[src/shared/t3c_defines.svh]
// register map, field positions, reset values and timing counts
`ifndef T3C_DEFINES_SVH
`define T3C_DEFINES_SVH
// ------------------------------------------------------------
// timing
// ------------------------------------------------------------
`define T3C_CLK_MHZ       250
`define T3C_INSTR_DIV     4
`define T3C_PHASES        2
`define T3C_PHASE_DIV     (`T3C_INSTR_DIV / `T3C_PHASES)
// ------------------------------------------------------------
// register banks and offsets
// ------------------------------------------------------------
`define T3C_BANK_FLAGS1   3'h1
`define T3C_OFF_FLAGS1    5'h16
`define T3C_BANK_MASKS1   3'h1
`define T3C_OFF_MASKS1    5'h17
`define T3C_BANK_FLAGS2   3'h4
`define T3C_OFF_FLAGS2    5'h10
`define T3C_BANK_MASKS2   3'h4
`define T3C_OFF_MASKS2    5'h11
`define T3C_BANK_CNT      3'h2
`define T3C_OFF_CNT_LO    5'h12
`define T3C_OFF_CNT_HI    5'h13
`define T3C_BANK_FIRST_CAPTURE_PIN     3'h2
`define T3C_OFF_FIRST_CAPTURE_PIN_LO   5'h16
`define T3C_OFF_FIRST_CAPTURE_PIN_HI   5'h17
`define T3C_BANK_CAP2     3'h3
`define T3C_OFF_CAP2_LO   5'h14
`define T3C_OFF_CAP2_HI   5'h15
`define T3C_BANK_CAP34    3'h7
`define T3C_OFF_CAP3_LO   5'h12
`define T3C_OFF_CAP3_HI   5'h13
`define T3C_OFF_CAP4_LO   5'h14
`define T3C_OFF_CAP4_HI   5'h15
`define T3C_BANK_TCTL12   3'h3
`define T3C_OFF_TCTL1     5'h16
`define T3C_OFF_TCTL2     5'h17
`define T3C_BANK_TCTL3    3'h7
`define T3C_OFF_TCTL3     5'h16
// ------------------------------------------------------------
// field positions
// ------------------------------------------------------------
`define T3C_B_WRAP        6
`define T3C_B_CAP1F       2
`define T3C_B_CAP2F       3
`define T3C_B_CAP3F       2
`define T3C_B_CAP4F       3
`define T3C_B_ED2         6
`define T3C_B_ED1         4
`define T3C_B_SRC         2
`define T3C_B_OVF2        7
`define T3C_B_OVF1        6
`define T3C_B_FCS         3
`define T3C_B_RUN         2
`define T3C_B_OVF4        6
`define T3C_B_OVF3        5
`define T3C_B_ED4         3
`define T3C_B_ED3         1
// ------------------------------------------------------------
// reset values
// ------------------------------------------------------------
`define T3C_RST_BYTE      8'h00
`define T3C_RST_WORD      16'h0000
`define T3C_CNT_TOP       16'hFFFF
`endif

[src/shared/t3c_pkg.sv]
// types shared by the timer/capture block
package t3c_pkg;
  typedef enum logic [1:0] {
    T3C_EDGE_FALL,
    T3C_EDGE_RISE,
    T3C_EDGE_RISE4,
    T3C_EDGE_RISE16
  } t3c_edge_t;

  typedef struct packed {
    logic full;
    logic rd_lo;
    logic rd_hi;
    logic master;
    logic ovf;
    logic flag;
  } t3c_chan_t;
endpackage

[src/rtl/t3c_top.sv]
// 16-bit timebase with four capture channels, Avalon-MM slave
// How it works
// - mode bit turns period pair into capture
// - four-capture mode counts full 16-bit range
// - wrap sets flag; software clears it
// - period pair match clears counter and sets wrap flag
// - edge field picks event; flag, mask
// - channels two to four always capture; channel one captures only with the mode bit set
// - event on unread word sets master overflow
// - unread word is never overwritten
// - both bytes read moves master to status
// - source bit counts external falling edges
// - external input sampled twice per cycle
// - run bit gates counting and wrap flag
// - internal source counts each instruction cycle
// - edge choices: fall, rise, 4th, 16th
// - prescaler cleared only by reset
`timescale 1ns/1ns
`include "t3c_defines.svh"
module t3c_top (
  // clock and reset
  input  wire logic        core_clk,
  input  wire logic        rst_n,
  // avalon-mm slave
  input  wire logic [7:0]  avs_address,
  input  wire logic        avs_read,
  input  wire logic        avs_write,
  input  wire logic [31:0] avs_writedata,
  input  wire logic [3:0]  avs_byteenable,
  output logic      [31:0] avs_readdata,
  output logic             avs_waitrequest,
  // pins
  input  wire logic [3:0]  capture_event_pin,
  input  wire logic        external_count_clock,
  // request to the interrupt controller
  output logic             capture_timer_req
);
  localparam logic [7:0] A_FLG1 = {`T3C_BANK_FLAGS1, `T3C_OFF_FLAGS1};
  localparam logic [7:0] A_MSK1 = {`T3C_BANK_MASKS1, `T3C_OFF_MASKS1};
  localparam logic [7:0] A_FLG2 = {`T3C_BANK_FLAGS2, `T3C_OFF_FLAGS2};
  localparam logic [7:0] A_MSK2 = {`T3C_BANK_MASKS2, `T3C_OFF_MASKS2};
  localparam logic [7:0] A_CNTL = {`T3C_BANK_CNT, `T3C_OFF_CNT_LO};
  localparam logic [7:0] A_CNTH = {`T3C_BANK_CNT, `T3C_OFF_CNT_HI};
  localparam logic [7:0] A_TC1  = {`T3C_BANK_TCTL12, `T3C_OFF_TCTL1};
  localparam logic [7:0] A_TC2  = {`T3C_BANK_TCTL12, `T3C_OFF_TCTL2};
  localparam logic [7:0] A_TC3  = {`T3C_BANK_TCTL3, `T3C_OFF_TCTL3};
  localparam logic [1:0] DIV_LAST = 2'(`T3C_INSTR_DIV - 1);

  // ----------------------------------------------------------
  // helpers
  // ----------------------------------------------------------
  function automatic logic [7:0] cap_adr(input int ch, input logic hi);
    logic [4:0] off;
    off = 5'h00;
    unique case (ch)
      0: off = hi ? `T3C_OFF_FIRST_CAPTURE_PIN_HI : `T3C_OFF_FIRST_CAPTURE_PIN_LO;
      1: off = hi ? `T3C_OFF_CAP2_HI : `T3C_OFF_CAP2_LO;
      2: off = hi ? `T3C_OFF_CAP3_HI : `T3C_OFF_CAP3_LO;
      default: off = hi ? `T3C_OFF_CAP4_HI : `T3C_OFF_CAP4_LO;
    endcase
    if (ch == 0)
      cap_adr = {`T3C_BANK_FIRST_CAPTURE_PIN, off};
    else if (ch == 1)
      cap_adr = {`T3C_BANK_CAP2, off};
    else
      cap_adr = {`T3C_BANK_CAP34, off};
  endfunction

  function automatic logic edge_event(input logic [1:0] sel,
                                      input logic rise,
                                      input logic fall,
                                      input logic [3:0] presc);
    t3c_pkg::t3c_edge_t mode;
    mode = t3c_pkg::t3c_edge_t'(sel);
    unique case (mode)
      t3c_pkg::T3C_EDGE_FALL:   edge_event = fall;
      t3c_pkg::T3C_EDGE_RISE:   edge_event = rise;
      t3c_pkg::T3C_EDGE_RISE4:  edge_event = rise & (presc[1:0] == 2'h3);
      t3c_pkg::T3C_EDGE_RISE16: edge_event = rise & (presc == 4'hF);
    endcase
  endfunction

  // ----------------------------------------------------------
  // bus slave: one wait state, then accept
  // ----------------------------------------------------------
  logic       ack_r;
  logic       rd_acc;
  logic       wr_acc;
  logic [7:0] wd;
  logic [7:0] rd_val;

  assign avs_waitrequest = (avs_read | avs_write) & ~ack_r;
  assign rd_acc = avs_read & ack_r;
  assign wr_acc = avs_write & ack_r & avs_byteenable[0];
  assign wd     = avs_writedata[7:0];

  always_ff @(posedge core_clk or negedge rst_n)
  begin
    if (!rst_n)
      ack_r <= 1'b0;
    else
      ack_r <= (avs_read | avs_write) & ~ack_r;
  end

  always_ff @(posedge core_clk or negedge rst_n)
  begin
    if (!rst_n)
      avs_readdata <= 32'h0000_0000;
    else if (avs_read & ~ack_r)
      avs_readdata <= {24'h00_0000, rd_val};
  end

  // ----------------------------------------------------------
  // instruction cycle and phase enables
  // ----------------------------------------------------------
  logic [1:0] div_r;
  logic       instr_en;
  logic       phase_en;

  assign instr_en = (div_r == DIV_LAST);
  assign phase_en = div_r[0];

  always_ff @(posedge core_clk or negedge rst_n)
  begin
    if (!rst_n)
      div_r <= 2'h0;
    else
      div_r <= 2'(div_r + 2'h1);
  end

  // ----------------------------------------------------------
  // pin sampling on the phase enables
  // ----------------------------------------------------------
  logic [2:0] ext_s_r;
  logic [3:0] cap_s1_r;
  logic [3:0] cap_s2_r;
  logic [3:0] cap_s3_r;
  logic       ext_fall;
  logic [3:0] pin_rise;
  logic [3:0] pin_fall;

  always_ff @(posedge core_clk or negedge rst_n)
  begin
    if (!rst_n)
    begin
      ext_s_r  <= 3'h7;
      cap_s1_r <= 4'h0;
      cap_s2_r <= 4'h0;
      cap_s3_r <= 4'h0;
    end
    else if (phase_en)
    begin
      ext_s_r  <= {ext_s_r[1:0], external_count_clock};
      cap_s1_r <= capture_event_pin;
      cap_s2_r <= cap_s1_r;
      cap_s3_r <= cap_s2_r;
    end
  end

  // edges are judged on stages two and three only
  assign ext_fall = phase_en & ext_s_r[2] & ~ext_s_r[1];
  assign pin_rise = {4{phase_en}} & cap_s2_r & ~cap_s3_r;
  assign pin_fall = {4{phase_en}} & ~cap_s2_r & cap_s3_r;

  // ----------------------------------------------------------
  // control registers
  // ----------------------------------------------------------
  logic       src_r;
  logic       run_r;
  logic       fcs_r;
  logic [1:0] ed_r [4];
  logic [4:0] msk_r;

  always_ff @(posedge core_clk or negedge rst_n)
  begin
    if (!rst_n)
    begin
      src_r <= 1'b0;
      run_r <= 1'b0;
      fcs_r <= 1'b0;
      msk_r <= 5'h00;
      for (int i = 0; i < 4; i++)
        ed_r[i] <= 2'h0;
    end
    else if (wr_acc)
    begin
      if (avs_address == A_TC1)
      begin
        ed_r[0] <= wd[`T3C_B_ED1 +: 2];
        ed_r[1] <= wd[`T3C_B_ED2 +: 2];
        src_r   <= wd[`T3C_B_SRC];
      end
      if (avs_address == A_TC2)
      begin
        fcs_r <= wd[`T3C_B_FCS];
        run_r <= wd[`T3C_B_RUN];
      end
      if (avs_address == A_TC3)
      begin
        ed_r[2] <= wd[`T3C_B_ED3 +: 2];
        ed_r[3] <= wd[`T3C_B_ED4 +: 2];
      end
      if (avs_address == A_MSK1)
      begin
        msk_r[0] <= wd[`T3C_B_CAP1F];
        msk_r[1] <= wd[`T3C_B_CAP2F];
        msk_r[4] <= wd[`T3C_B_WRAP];
      end
      if (avs_address == A_MSK2)
      begin
        msk_r[2] <= wd[`T3C_B_CAP3F];
        msk_r[3] <= wd[`T3C_B_CAP4F];
      end
    end
  end

  // ----------------------------------------------------------
  // timebase counter
  // ----------------------------------------------------------
  logic [15:0] cnt_r;
  logic [15:0] cap_r [4];
  logic        tick;
  logic        at_period;
  logic        wrap_set;
  logic        wrap_r;

  assign tick      = run_r & (src_r ? ext_fall : instr_en);
  assign at_period = ~fcs_r & (cnt_r == cap_r[0]);
  assign wrap_set  = tick & (fcs_r ? (cnt_r == `T3C_CNT_TOP)
                                   : at_period);

  always_ff @(posedge core_clk or negedge rst_n)
  begin
    if (!rst_n)
      cnt_r <= `T3C_RST_WORD;
    else if (wr_acc && avs_address == A_CNTL)
      cnt_r[7:0] <= wd;
    else if (wr_acc && avs_address == A_CNTH)
      cnt_r[15:8] <= wd;
    else if (tick)
      cnt_r <= at_period ? `T3C_RST_WORD : 16'(cnt_r + 16'h0001);
  end

  always_ff @(posedge core_clk or negedge rst_n)
  begin
    if (!rst_n)
      wrap_r <= 1'b0;
    else if (wrap_set)
      wrap_r <= 1'b1;
    else if (wr_acc && avs_address == A_FLG1)
      wrap_r <= wd[`T3C_B_WRAP];
  end

  // ----------------------------------------------------------
  // capture channels
  // ----------------------------------------------------------
  t3c_pkg::t3c_chan_t ch_r [4];
  logic [3:0]         presc_r [4];
  logic [3:0]         ev;
  logic [3:0]         hit_lo;
  logic [3:0]         hit_hi;
  logic [3:0]         done;
  logic [3:0]         flg_wr;
  logic [3:0]         flg_wd;

  assign flg_wr = {{2{wr_acc && avs_address == A_FLG2}},
                   {2{wr_acc && avs_address == A_FLG1}}};
  assign flg_wd = {wd[`T3C_B_CAP4F], wd[`T3C_B_CAP3F],
                   wd[`T3C_B_CAP2F], wd[`T3C_B_CAP1F]};

  always_comb
  begin
    for (int i = 0; i < 4; i++)
    begin
      ev[i] = edge_event(ed_r[i], pin_rise[i], pin_fall[i],
                         presc_r[i]);
      if (i == 0)
        ev[i] = ev[i] & fcs_r;
      hit_lo[i] = rd_acc && avs_address == cap_adr(i, 1'b0);
      hit_hi[i] = rd_acc && avs_address == cap_adr(i, 1'b1);
      done[i]   = ch_r[i].full & (ch_r[i].rd_lo | hit_lo[i])
                               & (ch_r[i].rd_hi | hit_hi[i]);
    end
  end

  // prescaler counts every rising edge whatever the mode
  always_ff @(posedge core_clk or negedge rst_n)
  begin
    if (!rst_n)
      for (int i = 0; i < 4; i++)
        presc_r[i] <= 4'h0;
    else
      for (int i = 0; i < 4; i++)
        if (pin_rise[i])
          presc_r[i] <= 4'(presc_r[i] + 4'h1);
  end

  always_ff @(posedge core_clk or negedge rst_n)
  begin
    if (!rst_n)
      for (int i = 0; i < 4; i++)
        cap_r[i] <= `T3C_RST_WORD;
    else
    begin
      for (int i = 0; i < 4; i++)
        if (ev[i] && !ch_r[i].full)
          cap_r[i] <= cnt_r;
      // period duty only: captured words stay software-proof
      if (wr_acc && !fcs_r && avs_address == cap_adr(0, 1'b0))
        cap_r[0][7:0] <= wd;
      if (wr_acc && !fcs_r && avs_address == cap_adr(0, 1'b1))
        cap_r[0][15:8] <= wd;
    end
  end

  always_ff @(posedge core_clk or negedge rst_n)
  begin
    if (!rst_n)
      for (int i = 0; i < 4; i++)
        ch_r[i] <= '0;
    else
      for (int i = 0; i < 4; i++)
      begin
        // an event on the releasing read marks the old word full again, uncaptured
        ch_r[i].full   <= ev[i] | (ch_r[i].full & ~done[i]);
        ch_r[i].rd_lo  <= ~done[i] & ch_r[i].full
                          & (ch_r[i].rd_lo | hit_lo[i]);
        ch_r[i].rd_hi  <= ~done[i] & ch_r[i].full
                          & (ch_r[i].rd_hi | hit_hi[i]);
        ch_r[i].master <= (ev[i] & ch_r[i].full & ~done[i])
                          | (ch_r[i].master & ~done[i]);
        if (done[i])
          ch_r[i].ovf <= ch_r[i].master;
        ch_r[i].flag   <= ev[i]
                          | (flg_wr[i] ? flg_wd[i] : ch_r[i].flag);
      end
  end

  assign capture_timer_req = |({wrap_r, ch_r[3].flag, ch_r[2].flag,
                                ch_r[1].flag, ch_r[0].flag} & msk_r);

  // ----------------------------------------------------------
  // read multiplexer
  // ----------------------------------------------------------
  always_comb
  begin
    rd_val = 8'h00;
    unique case (avs_address)
      A_FLG1:
      begin
        rd_val[`T3C_B_WRAP]  = wrap_r;
        rd_val[`T3C_B_CAP1F] = ch_r[0].flag;
        rd_val[`T3C_B_CAP2F] = ch_r[1].flag;
      end
      A_FLG2:
      begin
        rd_val[`T3C_B_CAP3F] = ch_r[2].flag;
        rd_val[`T3C_B_CAP4F] = ch_r[3].flag;
      end
      A_MSK1:
      begin
        rd_val[`T3C_B_WRAP]  = msk_r[4];
        rd_val[`T3C_B_CAP1F] = msk_r[0];
        rd_val[`T3C_B_CAP2F] = msk_r[1];
      end
      A_MSK2:
      begin
        rd_val[`T3C_B_CAP3F] = msk_r[2];
        rd_val[`T3C_B_CAP4F] = msk_r[3];
      end
      A_CNTL: rd_val = cnt_r[7:0];
      A_CNTH: rd_val = cnt_r[15:8];
      A_TC1:
      begin
        rd_val[`T3C_B_ED2 +: 2] = ed_r[1];
        rd_val[`T3C_B_ED1 +: 2] = ed_r[0];
        rd_val[`T3C_B_SRC]      = src_r;
      end
      A_TC2:
      begin
        rd_val[`T3C_B_OVF2] = ch_r[1].ovf;
        rd_val[`T3C_B_OVF1] = ch_r[0].ovf;
        rd_val[`T3C_B_FCS]  = fcs_r;
        rd_val[`T3C_B_RUN]  = run_r;
      end
      A_TC3:
      begin
        rd_val[`T3C_B_OVF4]     = ch_r[3].ovf;
        rd_val[`T3C_B_OVF3]     = ch_r[2].ovf;
        rd_val[`T3C_B_ED4 +: 2] = ed_r[3];
        rd_val[`T3C_B_ED3 +: 2] = ed_r[2];
      end
      default:
        for (int i = 0; i < 4; i++)
        begin
          if (avs_address == cap_adr(i, 1'b0))
            rd_val = cap_r[i][7:0];
          if (avs_address == cap_adr(i, 1'b1))
            rd_val = cap_r[i][15:8];
        end
    endcase
  end

  logic cnt_wr;
  assign cnt_wr = wr_acc && (avs_address == A_CNTL || avs_address == A_CNTH);

  for (genvar g = 0; g < 4; g++)
  begin : g_chk

  end
endmodule

[config.mk]
export PLATFORM = sky130hd
export DESIGN_NAME = t3c_top
export DESIGN_NICKNAME = d
export VERILOG_FILES = /design/src/shared/t3c_pkg.sv /design/src/rtl/t3c_top.sv
export VERILOG_INCLUDE_DIRS = /design/src /design/src/shared
export SDC_FILE = /design/constraint.sdc
export NUM_CORES = 1
export LEC_CHECK = 0
export ABC_AREA = 1
export ABC_CLOCK_PERIOD_IN_PS = 2500
export BUFFER_PORTS_ARGS = -buffer_cell sky130_fd_sc_hd__buf_4
export CORE_MARGIN = 2
export CORE_UTILIZATION = 45
export CTS_BUF_LIST = sky130_fd_sc_hd__clkbuf_8
export CTS_CLUSTER_DIAMETER = 100
export DETAILED_ROUTE_END_ITERATION = 8
export HOLD_SLACK_MARGIN = 0.12
export SLEW_MARGIN = 0
export SYNTH_ARGS = -nofsm -noshare
export SYNTH_HDL_FRONTEND = slang
export SYNTH_SLANG_ARGS = --single-unit
[constraint.sdc]
create_clock -name core_clk -period 2.5 [get_ports core_clk]
set_input_delay 0.75 -clock core_clk [delete_from_list [all_inputs] [get_ports core_clk]]
set_output_delay 0.75 -clock core_clk [all_outputs]
set_load 0.05 [all_outputs]
==> impl_metrics.ini, run 1 <==
[status]
status = complete, no violations

[clocking]
clock_latency_ns = 0.47
clkTransAtPathRegs_ns = 0.10
hold_buffers = 0
h-tree-depth = 4
ctsRootBufferMaster = clkbuf_8
cts_buffers = 17
cts_resized = 0
post_cts_buffers = 0
clock_path_buffers = 2
cts_sinks = 163
cts_tree = yes

[power]
powerDensity_mw_per_mm2 = 588
switchingPower_mw = 1.79
power_frac_seq_pct = 52.0
switching_share_pct = 30.8
clock_power_share_pct = 33.7
power.total_mw = 5.82
intPower_mw = 4.03
ir_worst_vdd_mv = 0.334
comb_power_share_pct = 14.4
p_leak_nw = 4.75

[floorplanning]
start_util_pct = 45.6
die_x_um = 144
io_pins = 87
core-area_mm2 = 0.0194
die-area_mm2 = 0.0208
die_h_um = 144
fp-row-count = 51

[critical_path]
required_ns = 1.75
arrival_ns = 1.54
start_kind = flop
path_class = flop to output port
critical_path.endpoint_type = output port
crit_fanout = 3
reg2reg_depth = 8

[timing]
rsz0062_at_grt = no
worst_pin_slew_ns = 0.563
fin_crit_sh_pct = 91.6
setup_viol = 0
slew_headroom_pct = 62.5
finClkSkew_ns = 0.0157
clock.fmax_ghz = 0.437
fin_crit_ns = 2.29
slew_violations = 0
hold-worst-slack_ns = 0.237
hold_violations = 0
fin_setup_tns_ns = 0

[finish]
area_growth_pct = 11.8
fin_nets = 1244
post-route-cell-area_mm2 = 0.00989
drive_gt1_share_pct = 14.2
stdcell_count = 1463
diodes = 0

[detailed_routing]
wl_um = 23500
firstDrtPassIters = 5
vias = 7468
wl_per_cell_um = 16.1
ant_nets = 0
detail_route.vias_per_cell = 5.10
drtIter0Drc = 517
drc = 0

[yosys]
synth.cell_area_mm2 = 0.00884
ys_ff_latch = 163
synthArstFlopShare_pct = 100
ys_warn_count = 0
netlist-cell-type-count = 45
synth_edf_count = 0
syn_inst = 1126
ys_seq_area_share_pct = 46.2
synth_ff_type = dfrtp_1
post_synth.cell_area_avg_um2 = 7.85

[placement]
io_buffers = 35
placed_cells = 1431
dpl_cell_area_mm2 = 0.00949
hpwlAfterDp_um = 17900
globalplace.congestion = 0.943

[flow_run]
maxCapViolations = 0

[grt]
grt_max_degree = 54
grt_pass1_wl_um = 37600
overflow = 0
grt_util_all_layers_pct = 24.1
antenna_found_initial = 0
first_global_vias = 6928

[min_path]
hold_class = input port to async pin
==> registers in the layout, indices dropped and copies added (netlist names) <==
register	flops
presc_r	16
cap_s2_r	4
fcs_r	1
cap_s3_r	4
cap_r	64
ed_r	8
cap_s1_r	4
msk_r	5
ext_s_r	3
ch_r	24
run_r	1
src_r	1
wrap_r	1
cnt_r	16
ack_r	1
avs_readdata	8
div_r	2
==> final cells by class <==
class / instances / area [um^2]
Sequential cell: 163 / 4080
Timing Repair Buffer: 76 / 612
Inverter: 122 / 458
Multi-Input combinational cell: 805 / 4010
Tap cell: 265 / 332
Clock inverter: 13 / 138
Clock buffer: 19 / 262
Fill cell: 1953 / 9510
==> power by group through the flow <==
stage                     logic [mW]  clock network [mW]  registers (mW)
final                          0.836                1.96            3.02
after global routing           0.938                2.12            3.06
after CTS                      0.846                2.01            3.02
after detailed placement       0.844                   0            3.08
after global placement         0.830                   0            3.07
after floorplan                0.550                   0            3.07
==> metal layers <==
layer	share of wire [%]	vias to the layer above	GRT usage, %	wire [um]
li1	-	3720	-	-
met1	47	3533	34.1	11100
met2	46	188	38.5	10800
met3	5.2	27	3.64	1220
met4	1.9	0	7.36	437
met5	0	-	0	0
==> through the flow <==
step,setup slack [ns],util [%]
2_1_floorplan,0.303,-
3_3_place_gp,0.0732,48.9
3_5_place_dp,0.0535,48.9
4_1_cts,0.182,51.0
5_1_grt,0.0646,51.0
6_report,0.211,51.0
==> cells by family (layout without fill, tap and decap cells) <==
kind of cell / after synthesis / count (layout) / synth area share, %
AO/OA/AOI/OAI: 183 / 183 / 12.7
other: 1 / 24 / 0.0424
multiplexers: 3 / 3 / 0.382
XOR/XNOR: 25 / 25 / 2.48
adder cells (fa/ha/maj): 6 / 6 / 0.849
buffers and inverters: 181 / 230 / 9.51
flip-flops: 163 / 163 / 46.2
AND/OR/NAND/NOR: 564 / 564 / 27.8
==> cells in the mapped netlist, types with 3 or more instances <==
library cell | count | area, um^2
a21oi_2 | 3 | 26.3
nor2_4 | 8 | 90.1
dfstp_2 | 3 | 78.8
inv_2 | 12 | 45.0
a21boi_0 | 3 | 22.5
nand2_1 | 311 | 1170
mux2_2 | 3 | 33.8
o21ai_0 | 69 | 345
o21ai_1 | 13 | 65.1
clkbuf_1 | 6 | 22.5
nand4_1 | 20 | 125
nand2_2 | 9 | 56.3
nand3_1 | 87 | 435
ha_1 | 6 | 75.1
o211ai_1 | 18 | 135
nand3b_1 | 5 | 37.5
a21oi_1 | 31 | 155
buf_2 | 17 | 85.1
o21a_1 | 27 | 203
buf_4 | 33 | 248
nor2_1 | 101 | 379
inv_1 | 109 | 409
dfrtp_1 | 160 | 4000
a31oi_1 | 3 | 18.8
nand3_2 | 4 | 40.0
nor3_1 | 6 | 30.0
xor2_1 | 15 | 131
o21bai_1 | 5 | 37.5
xnor2_1 | 10 | 87.6
nor2_2 | 8 | 50.1
==> final timing paths <==
check                                     startpoint  slack [ns]           endpoint
min in group core_clk           capture_event_pin[2]        0.47        cap_s1_r[2]
worst min-delay path                           rst_n        0.24            ch_r[2]
max in group asynchronous                      rst_n        1.57         ext_s_r[0]
worst max-delay path                        ch_r[18]        0.21  capture_timer_req
worst max register to register              div_r[0]        0.38          cap_r[16]
worst min register to register            ext_s_r[0]        0.47         ext_s_r[0]
==> cell usage in the layout (no fill, tap or decap), types with 9 or more instances in the layout <==
cell      Yosys  final
a21oi_1      31     31
buf_4        33     72
clkbuf_8      0     19
conb_1        1     24
dfrtp_1     160    160
inv_1       109    109
inv_2        12     12
nand2_1     311    311
nand2_2       9      9
nand3_1      87     87
nand4_1      20     20
nor2_1      101    101
o211ai_1     18     18
o21a_1       27     27
o21ai_0      69     69
o21ai_1      13     13
xnor2_1      10     10
xor2_1       15     15
==> critical path: stages, from the launching register on <==
cell      delay, ns
dfrtp_1        0.42
nand2_1        0.07
nand2_1        0.05
a221oi_1       0.22
nand2_1        0.11
buf_4          0.20
No activity file was read; power rests on OpenSTA's default activity.
==> inputs of run 2 (changes only) <==
--- a/config.mk
+++ b/config.mk
@@ -9,12 +9,17 @@
 export ABC_AREA = 1
 export ABC_CLOCK_PERIOD_IN_PS = 2500
 export BUFFER_PORTS_ARGS = -buffer_cell sky130_fd_sc_hd__buf_4
+export CAP_MARGIN = 20
+export CELL_PAD_IN_SITES_DETAIL_PLACEMENT = 1
+export CELL_PAD_IN_SITES_GLOBAL_PLACEMENT = 2
 export CORE_MARGIN = 2
-export CORE_UTILIZATION = 45
+export CORE_UTILIZATION = 39
 export CTS_BUF_LIST = sky130_fd_sc_hd__clkbuf_8
 export CTS_CLUSTER_DIAMETER = 100
 export DETAILED_ROUTE_END_ITERATION = 8
+export GPL_TIMING_DRIVEN = 0
 export HOLD_SLACK_MARGIN = 0.12
+export PLACE_DENSITY_LB_ADDON = 0.1
 export SLEW_MARGIN = 0
 export SYNTH_ARGS = -nofsm -noshare
 export SYNTH_HDL_FRONTEND = slang
==> impl_metrics.ini, run 2 (synthesized netlist as in run 1, its figures left out) <==
[clocking]
post_cts_buffers = 0
ctsRootBufferMaster = clkbuf_8
cts_resized = 0
hold_buffers = 0
cts_tree = yes
clock_path_buffers = 2
clkTransAtPathRegs_ns = 0.12
cts_buffers = 17
clock_latency_ns = 0.48
cts_sinks = 163
h-tree-depth = 4

[timing]
hold_violations = 0
rsz0062_at_grt = no
finClkSkew_ns = 0.0326
worst_pin_slew_ns = 0.634
setup_ws_ns = 0.193
slew_headroom_pct = 57.7
setup_viol = 0
clock.fmax_ghz = 0.433
slew_violations = 0
fin_crit_sh_pct = 92.3
fin_crit_ns = 2.31

[finish]
drive_gt1_share_pct = 15.0
post-route-cell-area_mm2 = 0.00998
regMostFlops = cap_r
reg_top3 = cap_r (64), ch_r (24)
final_cell_mix = nand2_1, dfrtp_1, inv_1
fin_nets = 1263
final_common_cell = nand2_1
largest_reg_flops = 64
nFillCells = 2831
regArea_mm2 = 0.00408
diodes = 0
area_growth_pct = 12.9
multi_input_area_mm2 = 0.00401

[grt]
grt_pass1_wl_um = 44800
first_global_vias = 7969
antenna_found_initial = 0
grt_max_degree = 115
overflow = 0
grt_util_all_layers_pct = 24.4

[placement]
globalplace.congestion = 0.836
dpl_cell_area_mm2 = 0.00958
dp_slack_ns = -0.139
io_buffers = 35
hpwlAfterDp_um = 21200

[status]
status = complete, no violations

[floorplanning]
die_x_um = 155
die_h_um = 155
io_pins = 87
core-area_mm2 = 0.0224
start_util_pct = 39.4
fp-row-count = 55
die-area_mm2 = 0.0239

[power]
ir_worst_vdd_mv = 0.298
p_leak_nw = 4.84
power.total_mw = 5.85
powerDensity_mw_per_mm2 = 586

[detailed_routing]
drtIter0Drc = 429
firstDrtPassIters = 5
vias = 7653
wl_um = 27600
drc = 0
detail_route.vias_per_cell = 5.10
wl_per_cell_um = 18.4
ant_nets = 0

[flow_run]
maxCapViolations = 0

[critical_path]
reg2reg_depth = 9
r2r_slack_ns = 0.36
rr_endpoint = wrap_r
required_ns = 1.75
arrival_ns = 1.56
r2r-start = cnt_r[15]
crit_path_start = ch_r[12]
critical_path.endpoint_type = output port
path_class = flop to output port
crit_fanout = 3
crit_end = capture_timer_req
start_kind = flop

[min_path]
hold_class = input port to async pin
## run 2: layer usage
layer	up-vias	GRT usage [%]	wire [um]
li1	3744	-	-
met1	3764	33.6	13200
met2	119	40.6	13200
met3	26	3.84	810
met4	0	5.69	362
met5	-	0	0
## run 2: where the power goes
| part | switching, mW | internal, mW | total [mW] |
|---|---|---|---|
| logic | 0.561 | 0.317 | 0.878 |
| clock network | 1.21 | 0.754 | 1.96 |
| registers | 0.168 | 2.84 | 3.01 |
| total | 1.94 | 3.91 | 5.85 |
## run 2: cell type report
class | instances | share of cell area, %
sequential | 163 | 40.9
multi-input combinational | 805 | 40.1
inverter | 122 | 4.59
buffer | 59 | 3.84
tap | 285 | 3.57
timing repair buffer | 36 | 2.98
clock buffer | 17 | 2.34
clock inverter | 15 | 1.65
## run 2: worst min-delay path by stage
stage / endpoint / slack [ns]
after floorplan: cap_s1_r[0] / 0.44
after global placement: div_r[1] / 0.45
after detailed placement: ext_s_r[0] / 0.46
after CTS: cap_s3_r[3] / 0.16
after global routing: cap_s2_r[3] / 0.16
final: cap_s2_r[3] / 0.15
## run 2: critical path: stages (launching register included)
cell and delay [ns]:
dfrtp_1 0.42, nand2_1 0.08, nand2_1 0.05, a221oi_1 0.23, nand2_1 0.12, buf_4 0.21
## run 2: stage by stage
stage / TNS (ns) / util (%) / std cells / hold WS [ns]
6_report: 0 / 44.5 / 1502 / 0.154
2_1_floorplan: 0 / - / 1149 / 0.442
3_5_place_dp: -1.10 / 42.7 / 1470 / 0.459
5_1_grt: 0 / 44.5 / 1502 / 0.158
3_3_place_gp: -56.92 / 42.6 / 1469 / 0.454
4_1_cts: 0 / 44.5 / 1502 / 0.155
